`src/dvu_pkg.sv`:
```
package dvu_pkg;
    localparam int DVU_W = 16;
    localparam logic [7:0] DVU_OPC_INT = 8'hd8;
    localparam logic [7:0] DVU_OPC_FRAC = 8'hd9;
    localparam int DVU_OPC_LSB = 16;
    localparam int DVU_SGN_BIT = 15;
    localparam int DVU_T_LSB = 11;
    localparam int DVU_V_LSB = 7;
    localparam int DVU_SIZE_BIT = 6;
    localparam int DVU_S_LSB = 0;
    localparam logic [1:0] DVU_INT_TAIL = 2'h0;
    localparam logic [7:0] DVU_FRAC_TAIL = 8'h00;
    localparam int DVU_REP_BASE = 17;
    localparam int DVU_REP_FAST = 5;
    localparam logic [3:0] DVU_LOW_IDX = 4'h0;
    localparam logic [3:0] DVU_HIGH_IDX = 4'h1;
    localparam logic [15:0] DVU_POS_LIMIT = 16'h7fff;
    localparam logic [15:0] DVU_NEG_LIMIT = 16'h8000;

    typedef enum {DVU_OP_NONE, DVU_OP_UNS, DVU_OP_SGN, DVU_OP_FRAC} dvu_op_t;

    function automatic dvu_op_t dvu_decode(input logic [23:0] ins);
        dvu_op_t op;
        op = DVU_OP_NONE;
        if (ins[23:DVU_OPC_LSB] == DVU_OPC_INT && ins[5:4] == DVU_INT_TAIL) begin
            op = ins[DVU_SGN_BIT] ? DVU_OP_UNS : DVU_OP_SGN;
        end else if (ins[23:DVU_OPC_LSB] == DVU_OPC_FRAC && !ins[DVU_SGN_BIT]
                     && ins[10:8] == 3'h0 && ins[7:4] == DVU_FRAC_TAIL[3:0]) begin
            op = DVU_OP_FRAC;
        end
        return op;
    endfunction : dvu_decode
endpackage : dvu_pkg

```
`src/dvu_if.sv`:
```
`timescale 1ns/100ps
`default_nettype none
interface dvu_if;
    logic step;
    logic first;
    logic [23:0] instr;
    logic [15:0] dividend_lo;
    logic [15:0] dividend_hi;
    logic [15:0] divisor;
    logic [15:0] low_work;
    logic [15:0] high_work;
    logic [3:0] flags;
    logic trap;
    logic done;
    modport dev(input step, first, instr, dividend_lo, dividend_hi, divisor,
                output low_work, high_work, flags, trap, done);
    modport host(output step, first, instr, dividend_lo, dividend_hi, divisor,
                 input low_work, high_work, flags, trap, done);
endinterface : dvu_if
`default_nettype wire

```
`src/dvu_divide_unit.sv`:
```
// Operation
// RULE_01: unsigned word: low gets dividend, high cleared
// RULE_02: unsigned double: register pair loads high:low
// RULE_03: quotient in low, remainder in high
// RULE_04: sequencer issues eighteen executions, count seventeen
// RULE_05: fast core finishes in six executions
// RULE_06: unsigned divide always clears negative flag
// RULE_07: overflow flag when quotient does not fit
// RULE_08: zero flag when final remainder is zero
// RULE_09: carry holds algorithm state, value undefined
// RULE_10: unsigned overflow only in double form
// RULE_11: zero divisor raises trap on first execution
// RULE_12: interruptible each cycle, state kept for resume
// RULE_13: decode opcode fields high, low, size, divisor
// RULE_14: size bit selects 16 or 32 bit
// RULE_15: word form encodes high field as zero
// RULE_16: fraction: low cleared, dividend into high
// RULE_17: fraction remainder takes the dividend sign
// RULE_18: fraction negative flag follows remainder sign
// RULE_19: fraction needs dividend magnitude below divisor
// RULE_20: signed word: high filled with sign bit
// RULE_21: partial results live in work registers
`timescale 1ns/100ps
`default_nettype none
module dvu_divide_unit
    import dvu_pkg::*;
#(
    parameter bit FAST_CORE = 1'b0
) (
    input wire logic clk_i,
    input wire logic reset_i,
    dvu_if.dev lnk
);
    localparam int STEPS = FAST_CORE ? DVU_REP_FAST + 1 : DVU_REP_BASE + 1;
    localparam int ITERS = STEPS - 2;
    localparam int BPS = DVU_W / ITERS;
    localparam logic [4:0] ITERS_C = 5'(ITERS);

    typedef enum {DVU_IDLE, DVU_RUN} dvu_state_t;

    dvu_state_t state_ff;
    dvu_op_t op_ff;
    logic [4:0] iter_ff;
    logic [15:0] low_ff;
    logic [15:0] high_ff;
    logic [15:0] dmag_ff;
    logic dneg_ff;
    logic nneg_ff;
    logic pre_ov_ff;
    logic [3:0] flags_ff;
    logic carry_ff;
    logic trap_ff;
    logic done_ff;

    dvu_op_t dec_op;
    logic load_go;
    logic iter_go;
    logic fin_go;
    logic [31:0] raw;
    logic [31:0] absv;
    logic [32:0] it_res;
    logic [15:0] qv;
    logic [15:0] rv;
    logic [15:0] limit;
    logic ov_v;

    // one shift-subtract group; quotient bits shift in at the bottom of the low word
    function automatic logic [32:0] dvu_iter_f(input logic [15:0] rem_in,
                                               input logic [15:0] q_in,
                                               input logic [15:0] d);
        logic [15:0] rem;
        logic [15:0] q;
        logic [16:0] t;
        logic c;
        rem = rem_in;
        q = q_in;
        c = 1'b0;
        for (int k = 0; k < BPS; k++) begin
            t = {rem, q[15]};
            q = {q[14:0], 1'b0};
            c = (t >= {1'b0, d});
            if (c) begin
                t = t - {1'b0, d};
                q[0] = 1'b1;
            end
            rem = t[15:0];
        end
        return {c, rem, q};
    endfunction : dvu_iter_f

    assign dec_op = dvu_decode(lnk.instr); // [RULE_13]
    assign load_go = lnk.step && lnk.first && dec_op != DVU_OP_NONE;
    assign iter_go = lnk.step && !lnk.first && state_ff == DVU_RUN && iter_ff < ITERS_C;
    assign fin_go = lnk.step && !lnk.first && state_ff == DVU_RUN && iter_ff == ITERS_C;

    // the first iterating step also turns the documented raw load into magnitudes
    always_comb begin
        raw = {high_ff, low_ff};
        absv = raw;
        if (op_ff != DVU_OP_UNS && high_ff[15]) begin
            absv = 32'h0 - raw;
        end
        if (op_ff == DVU_OP_FRAC) begin
            absv = {1'b0, absv[31:1]}; // dividend sits as a q15 fraction
        end
    end

    always_comb begin
        if (iter_ff == 5'h0) begin
            it_res = dvu_iter_f(absv[31:16], absv[15:0], dmag_ff);
        end else begin
            it_res = dvu_iter_f(high_ff, low_ff, dmag_ff);
        end
    end

    always_comb begin
        qv = low_ff;
        rv = high_ff;
        limit = DVU_POS_LIMIT;
        if (op_ff != DVU_OP_UNS) begin
            if (nneg_ff ^ dneg_ff) begin
                qv = 16'h0 - low_ff;
            end
            if (nneg_ff) begin
                rv = 16'h0 - high_ff; // [RULE_17]
            end
            if (op_ff == DVU_OP_SGN && (nneg_ff ^ dneg_ff)) begin
                limit = DVU_NEG_LIMIT;
            end
        end
        ov_v = pre_ov_ff || (op_ff != DVU_OP_UNS && low_ff > limit); // [RULE_07] [RULE_19]
    end

    always_ff @(posedge clk_i) begin
        if (reset_i) begin
            state_ff <= DVU_IDLE;
            op_ff <= DVU_OP_NONE;
            iter_ff <= 5'h0;
        end else if (load_go) begin
            op_ff <= dec_op;
            iter_ff <= 5'h0;
            // a zero divisor leaves the unit idle so later executions are ignored
            state_ff <= (lnk.divisor == 16'h0) ? DVU_IDLE : DVU_RUN;
        end else if (iter_go) begin
            iter_ff <= iter_ff + 5'h1; // [RULE_05]
        end else if (fin_go) begin
            state_ff <= DVU_IDLE;
        end
    end

    // work registers change only on a step, so a paused loop resumes intact
    always_ff @(posedge clk_i) begin
        if (reset_i) begin
            low_ff <= 16'h0;
            high_ff <= 16'h0;
        end else if (load_go) begin
            case (dec_op)
                DVU_OP_UNS: begin
                    low_ff <= lnk.dividend_lo; // [RULE_01]
                    high_ff <= lnk.instr[DVU_SIZE_BIT]
                               ? lnk.dividend_hi : 16'h0; // [RULE_02] [RULE_14]
                end
                DVU_OP_SGN: begin
                    low_ff <= lnk.dividend_lo;
                    if (lnk.instr[DVU_SIZE_BIT]) begin
                        high_ff <= lnk.dividend_hi; // [RULE_14]
                    end else begin
                        high_ff <= {DVU_W{lnk.dividend_lo[15]}}; // [RULE_20]
                    end
                end
                DVU_OP_FRAC: begin
                    low_ff <= 16'h0; // [RULE_16]
                    high_ff <= lnk.dividend_lo;
                end
                default: begin
                    low_ff <= low_ff;
                    high_ff <= high_ff;
                end
            endcase
        end else if (iter_go) begin
            high_ff <= it_res[31:16]; // [RULE_21] [RULE_12]
            low_ff <= it_res[15:0];
        end else if (fin_go) begin
            low_ff <= qv; // [RULE_03]
            high_ff <= rv;
        end
    end

    always_ff @(posedge clk_i) begin
        if (reset_i) begin
            dmag_ff <= 16'h0;
            dneg_ff <= 1'b0;
        end else if (load_go) begin
            dneg_ff <= dec_op != DVU_OP_UNS && lnk.divisor[15];
            if (dec_op != DVU_OP_UNS && lnk.divisor[15]) begin
                dmag_ff <= 16'h0 - lnk.divisor;
            end else begin
                dmag_ff <= lnk.divisor;
            end
        end
    end

    // unsigned word form has a zero high word, so it can never trip this
    always_ff @(posedge clk_i) begin
        if (reset_i) begin
            nneg_ff <= 1'b0;
            pre_ov_ff <= 1'b0;
        end else if (load_go) begin
            pre_ov_ff <= 1'b0;
        end else if (iter_go && iter_ff == 5'h0) begin
            nneg_ff <= op_ff != DVU_OP_UNS && high_ff[15];
            pre_ov_ff <= absv[31:16] >= dmag_ff; // [RULE_10] [RULE_19]
        end
    end

    always_ff @(posedge clk_i) begin
        if (reset_i) begin
            carry_ff <= 1'b0;
        end else if (iter_go) begin
            carry_ff <= it_res[32]; // [RULE_09]
        end
    end

    always_ff @(posedge clk_i) begin
        if (reset_i) begin
            flags_ff <= 4'h0;
        end else if (fin_go) begin
            flags_ff[3] <= (op_ff == DVU_OP_UNS) ? 1'b0 : rv[15]; // [RULE_06] [RULE_18]
            flags_ff[2] <= ov_v; // [RULE_07]
            flags_ff[1] <= rv == 16'h0; // [RULE_08]
            flags_ff[0] <= carry_ff;
        end else begin
            flags_ff[0] <= carry_ff;
        end
    end

    always_ff @(posedge clk_i) begin
        if (reset_i) begin
            trap_ff <= 1'b0;
            done_ff <= 1'b0;
        end else begin
            trap_ff <= load_go && lnk.divisor == 16'h0; // [RULE_11]
            done_ff <= fin_go;
        end
    end

    assign lnk.low_work = low_ff;
    assign lnk.high_work = high_ff;
    assign lnk.flags = flags_ff;
    assign lnk.trap = trap_ff;
    assign lnk.done = done_ff;
endmodule : dvu_divide_unit
`default_nettype wire

```
`src/flat_wrapper.sv`:
```
// flat-port wrapper written by rule: the top's interface ports become plain ports
module dvu_divide_unit_flat import dvu_pkg::*;
#(
    parameter bit FAST_CORE = 1'b0
)
  (clk_i, reset_i, lnk_step, lnk_first, lnk_instr, lnk_dividend_lo, lnk_dividend_hi, lnk_divisor, lnk_low_work, lnk_high_work, lnk_flags, lnk_trap, lnk_done);
  dvu_if lnk_i ();
  input wire logic clk_i;
  input wire logic reset_i;
  input wire logic [$bits(lnk_i.step)-1:0] lnk_step;
  input wire logic [$bits(lnk_i.first)-1:0] lnk_first;
  input wire logic [$bits(lnk_i.instr)-1:0] lnk_instr;
  input wire logic [$bits(lnk_i.dividend_lo)-1:0] lnk_dividend_lo;
  input wire logic [$bits(lnk_i.dividend_hi)-1:0] lnk_dividend_hi;
  input wire logic [$bits(lnk_i.divisor)-1:0] lnk_divisor;
  output wire logic [$bits(lnk_i.low_work)-1:0] lnk_low_work;
  output wire logic [$bits(lnk_i.high_work)-1:0] lnk_high_work;
  output wire logic [$bits(lnk_i.flags)-1:0] lnk_flags;
  output wire logic [$bits(lnk_i.trap)-1:0] lnk_trap;
  output wire logic [$bits(lnk_i.done)-1:0] lnk_done;
  assign lnk_i.step = lnk_step;
  assign lnk_i.first = lnk_first;
  assign lnk_i.instr = lnk_instr;
  assign lnk_i.dividend_lo = lnk_dividend_lo;
  assign lnk_i.dividend_hi = lnk_dividend_hi;
  assign lnk_i.divisor = lnk_divisor;
  assign lnk_low_work = lnk_i.low_work;
  assign lnk_high_work = lnk_i.high_work;
  assign lnk_flags = lnk_i.flags;
  assign lnk_trap = lnk_i.trap;
  assign lnk_done = lnk_i.done;
  dvu_divide_unit #(.FAST_CORE(FAST_CORE)) u_core (.clk_i(clk_i), .reset_i(reset_i), .lnk(lnk_i));
endmodule
```
`config.mk`:
```
export PLATFORM = sky130hd
export DESIGN_NAME = dvu_divide_unit_flat
export DESIGN_NICKNAME = d
export VERILOG_FILES = /design/src/dvu_pkg.sv /design/src/dvu_if.sv /design/src/dvu_divide_unit.sv /design/src/flat_wrapper.sv
export SDC_FILE = /design/constraint.sdc
export NUM_CORES = 1
export LEC_CHECK = 0
export ABC_AREA = 1
export BUFFER_PORTS_ARGS = -buffer_cell sky130_fd_sc_hd__buf_4
export CAP_MARGIN = 20
export CELL_PAD_IN_SITES_DETAIL_PLACEMENT = 1
export CELL_PAD_IN_SITES_GLOBAL_PLACEMENT = 2
export CORE_UTILIZATION = 34
export CTS_CLUSTER_SIZE = 30
export DETAILED_ROUTE_END_ITERATION = 8
export MAX_ROUTING_LAYER = met4
export PLACE_DENSITY = 0.93
export SLEW_MARGIN = 20
export SYNTH_ARGS = -nofsm -noshare
export SYNTH_HDL_FRONTEND = slang
export SYNTH_SLANG_ARGS = --single-unit
export TNS_END_PERCENT = 1
```
`constraint.sdc`:
```
create_clock -name clk_i -period 8.2 [get_ports clk_i]
set_input_delay 1.64 -clock clk_i [delete_from_list [all_inputs] [get_ports clk_i]]
set_output_delay 1.64 -clock clk_i [all_outputs]
set_load 0.01 [all_outputs]
```
==> metrics.csv <==
metric,value,unit
status,"complete, no violations",
tightest_slew,1030,ps
worstPathArrival,4850,ps
vias,10000,
synth.most_common_cell,nand2_1,
antenna_found_initial,1,
relSlewSlack,30.9,%
timing.rr.end,u_core.lnk.low_work[0],
maxClockFrequency,217,MHz
ioPinCount,114,
finalCritPeriodShare,56.1,%
htree_num_levels,3,
intPower,593,uW
post_cts_buffers,0,
drive_gt1_share,11.7,%
power_density,82.8,nW/um^2
async_reset_ff_share,0,%
grt_pass1_vias,10200,
cts_inserted_buffers,9,
clock_latency,350,ps
area_delta_synth_final,15.1,%
grt_usage,28.8,%
finClkSkew,4.86,ps
clockRootBuffer,clkbuf_16,
power_switching,221,uW
ys_seq_area_share,15.5,%
wl_per_cell,19.4,um
worst-path-max-fanout,17,
cts_tree,done,
cts_num_sinks,66,
via_per_inst,5.43,
avgSynthCellArea,5.92,sq um
die_area,25700,sq um
netlist_area,8540,sq um
crit_path_end_kind,register,
dp_hpwl,28500,um
endpoint,u_core.lnk.low_work[0],
synth_cells,1443,
cts_resized,0,
r2r_start,u_core.lnk.high_work[0],
io_buffers,105,
drtPass1Iterations,4,
hp-class,register to register,
max-cap-violations,0,
totalWireLength,35800,um
required,8450,ps
clkPwrFrac,52.1,%
yosys.cell_types.count,55,
synth_edf_count,0,
grt_pass1_wl,56200,um
timing.final.hold_violations,0,
overflow,0,
cts_buffer_depth,2,
die_x,160,um
placed_area,9510,sq um
cts.reportedPaths.clkPinSlew,70,ps
gp_congestion,0.915,
ant_nets,0,
final_nets,1667,
finalSetupTns,0,ps
fp-row-count,57,
cp-start-kind,register,
synth_top_area_share,18.2,%
ir_drop,0.0768,mV
yosysTopAreaCell,nand2_1,
switching_share,27.1,%
rrSetupSlack,3600,ps
startpoint,u_core.lnk.high_work[0],
synth_nets,1591,
p_leak,0.00501,uW
route.detailed.drc,0,
synth_warnings,0,
ys_ff_latch,66,
hold_buffers,0,
ys_top_cells_by_count,"414 x nand2_1, 173 x nand3_1, 144 x inv_1, 118 x nor2_1, 109 x a21oi_1",
core_area,24500,sq um
drt_iter0_drc,539,
p_seq_share,39.4,%
finalInstanceArea,9820,sq um
critPathKind,register to register,
netlist_top_cells_area,"nand2_1 18%, dfxtp_1 15%, ha_1 10%, nand3_1 10%, a21oi_1 6.4%",
period_minus_slack,4600,ps
setup_viol,0,
drv_slew,0,
grt_max_degree,46,
rsz0062_at_grt,false,
ys.flop_type,dfxtp_1,
initial_core_util,34.9,%
r2r.worst_path.cells,22,
fp.dieH,160,um
p_comb_share,8.5,%
## through the flow
| stage | worst slack [ps] | hold slack (ps) | power [uW] | utilization [%] | cells |
|---|---|---|---|---|---|
| 2_1_floorplan | 4960 | 403 | 357 | - | 1443 |
| 3_3_place_gp | 3750 | 412 | 395 | 38.9 | 1832 |
| 3_5_place_dp | 3670 | 425 | 396 | 38.9 | 1832 |
| 4_1_cts | 3650 | 434 | 818 | 40.1 | 1848 |
| 5_1_grt | 3240 | 478 | 832 | 40.2 | 1849 |
| 6_report | 3600 | 439 | 814 | 40.2 | 1849 |
## area by class of cell
class / count / area [sq um]
clock inverter: 7 / 82.6
tap: 324 / 405
timing repair buffer: 111 / 833
inverter: 153 / 581
antenna: 1 / 2.50
multi-input combinational: 1178 / 6370
fill: 3353 / 14600
sequential: 66 / 1320
clock buffer: 9 / 225
## metal layers
layer,track usage [%],share of wire (%),wire length [um]
met3,2.71,3.4,1200
met1,35.9,45,16200
met2,48.9,48,17300
met5,-,0,0
met4,9.09,3.1,1120
## flip-flops by register name (all words and copies together), names as in the netlist, named ones only
register	flops
u_core.op_ff	2
u_core.lnk.high_work	15
u_core.carry_ff	1
u_core.nneg_ff	1
u_core.lnk.trap	1
u_core.iter_ff	5
u_core.dneg_ff	1
u_core.lnk.done	1
u_core.state_ff	1
u_core.lnk.flags	4
u_core.lnk.low_work	16
u_core.pre_ov_ff	1
u_core.dmag_ff	16
## placed cells by master (no fill, tap or decap), types with 3 or more instances in the layout
| master | synthesis | final |
|---|---|---|
| or2_2 | 6 | 6 |
| inv_6 | 0 | 4 |
| buf_4 | 3 | 111 |
| nand2_2 | 8 | 8 |
| nand3b_1 | 10 | 10 |
| a21o_1 | 3 | 3 |
| nand3_2 | 4 | 4 |
| ha_1 | 70 | 70 |
| and2_1 | 12 | 12 |
| o21bai_1 | 4 | 4 |
| o21ai_0 | 77 | 77 |
| clkbuf_16 | 0 | 9 |
| o21ai_1 | 13 | 13 |
| xor2_1 | 41 | 41 |
| nand4_1 | 7 | 7 |
| o22ai_1 | 10 | 10 |
| nor2_2 | 3 | 3 |
| dfxtp_1 | 66 | 66 |
| a211oi_1 | 5 | 5 |
| o211ai_1 | 8 | 8 |
| nor2_1 | 118 | 118 |
| o21a_1 | 4 | 4 |
| nor2_4 | 7 | 7 |
| nand2_8 | 3 | 3 |
| nand2_1 | 414 | 414 |
| a21oi_1 | 109 | 109 |
| xnor2_1 | 9 | 9 |
| nor3_1 | 24 | 23 |
| inv_2 | 4 | 4 |
| nand3_1 | 173 | 173 |
| clkinv_2 | 3 | 3 |
| inv_1 | 144 | 144 |
| nand2_4 | 3 | 3 |
| a31oi_1 | 12 | 12 |
## logic make-up after synthesis
kind of cell	after synthesis	share of synthesized area (%)
fa+ha+maj	72	10.7
compound gates	254	16.4
xor+xnor	50	5.13
buf+inv	199	10.0
simple gates	802	42.3
flops	66	15.5
## power groups by stage
stage	clock network [uW]	logic, uW	registers [uW]
2_1_floorplan	0	29.0	328
3_3_place_gp	0	67.0	328
3_5_place_dp	0	68.1	328
4_1_cts	428	68.7	321
5_1_grt	436	75.0	321
6_report	424	69.1	321
## worst min-delay path by stage
stage / start / end / slack [ps] / cells past startpoint
after floorplan: u_core.carry_ff / u_core.lnk.flags[0] / 400 / 2
after global placement: u_core.carry_ff / u_core.lnk.flags[0] / 410 / 2
after detailed placement: u_core.carry_ff / u_core.lnk.flags[0] / 420 / 2
after CTS: u_core.carry_ff / u_core.lnk.flags[0] / 430 / 2
after global routing: u_core.lnk.flags[1] / u_core.lnk.flags[1] / 480 / 2
final: u_core.carry_ff / u_core.lnk.flags[0] / 440 / 2
## critical path: stages, from the launching register on
cell and delay (ps):
dfxtp_1 440, inv_1 350, ha_1 280, inv_1 70
nor2_1 410, inv_1 160, nor2_1 190, nand2_1 100
nand2_1 70, nand2_1 80, nand3_1 110, and2_1 220
ha_1 300, nand2_1 150, inv_1 80, nand2_1 70
nor2_1 60, a31oi_1 330, nand2_2 120, nor2_4 370
o21ai_0 280, o21ai_0 200, inv_1 50
No activity file was read; power rests on OpenSTA's default activity.
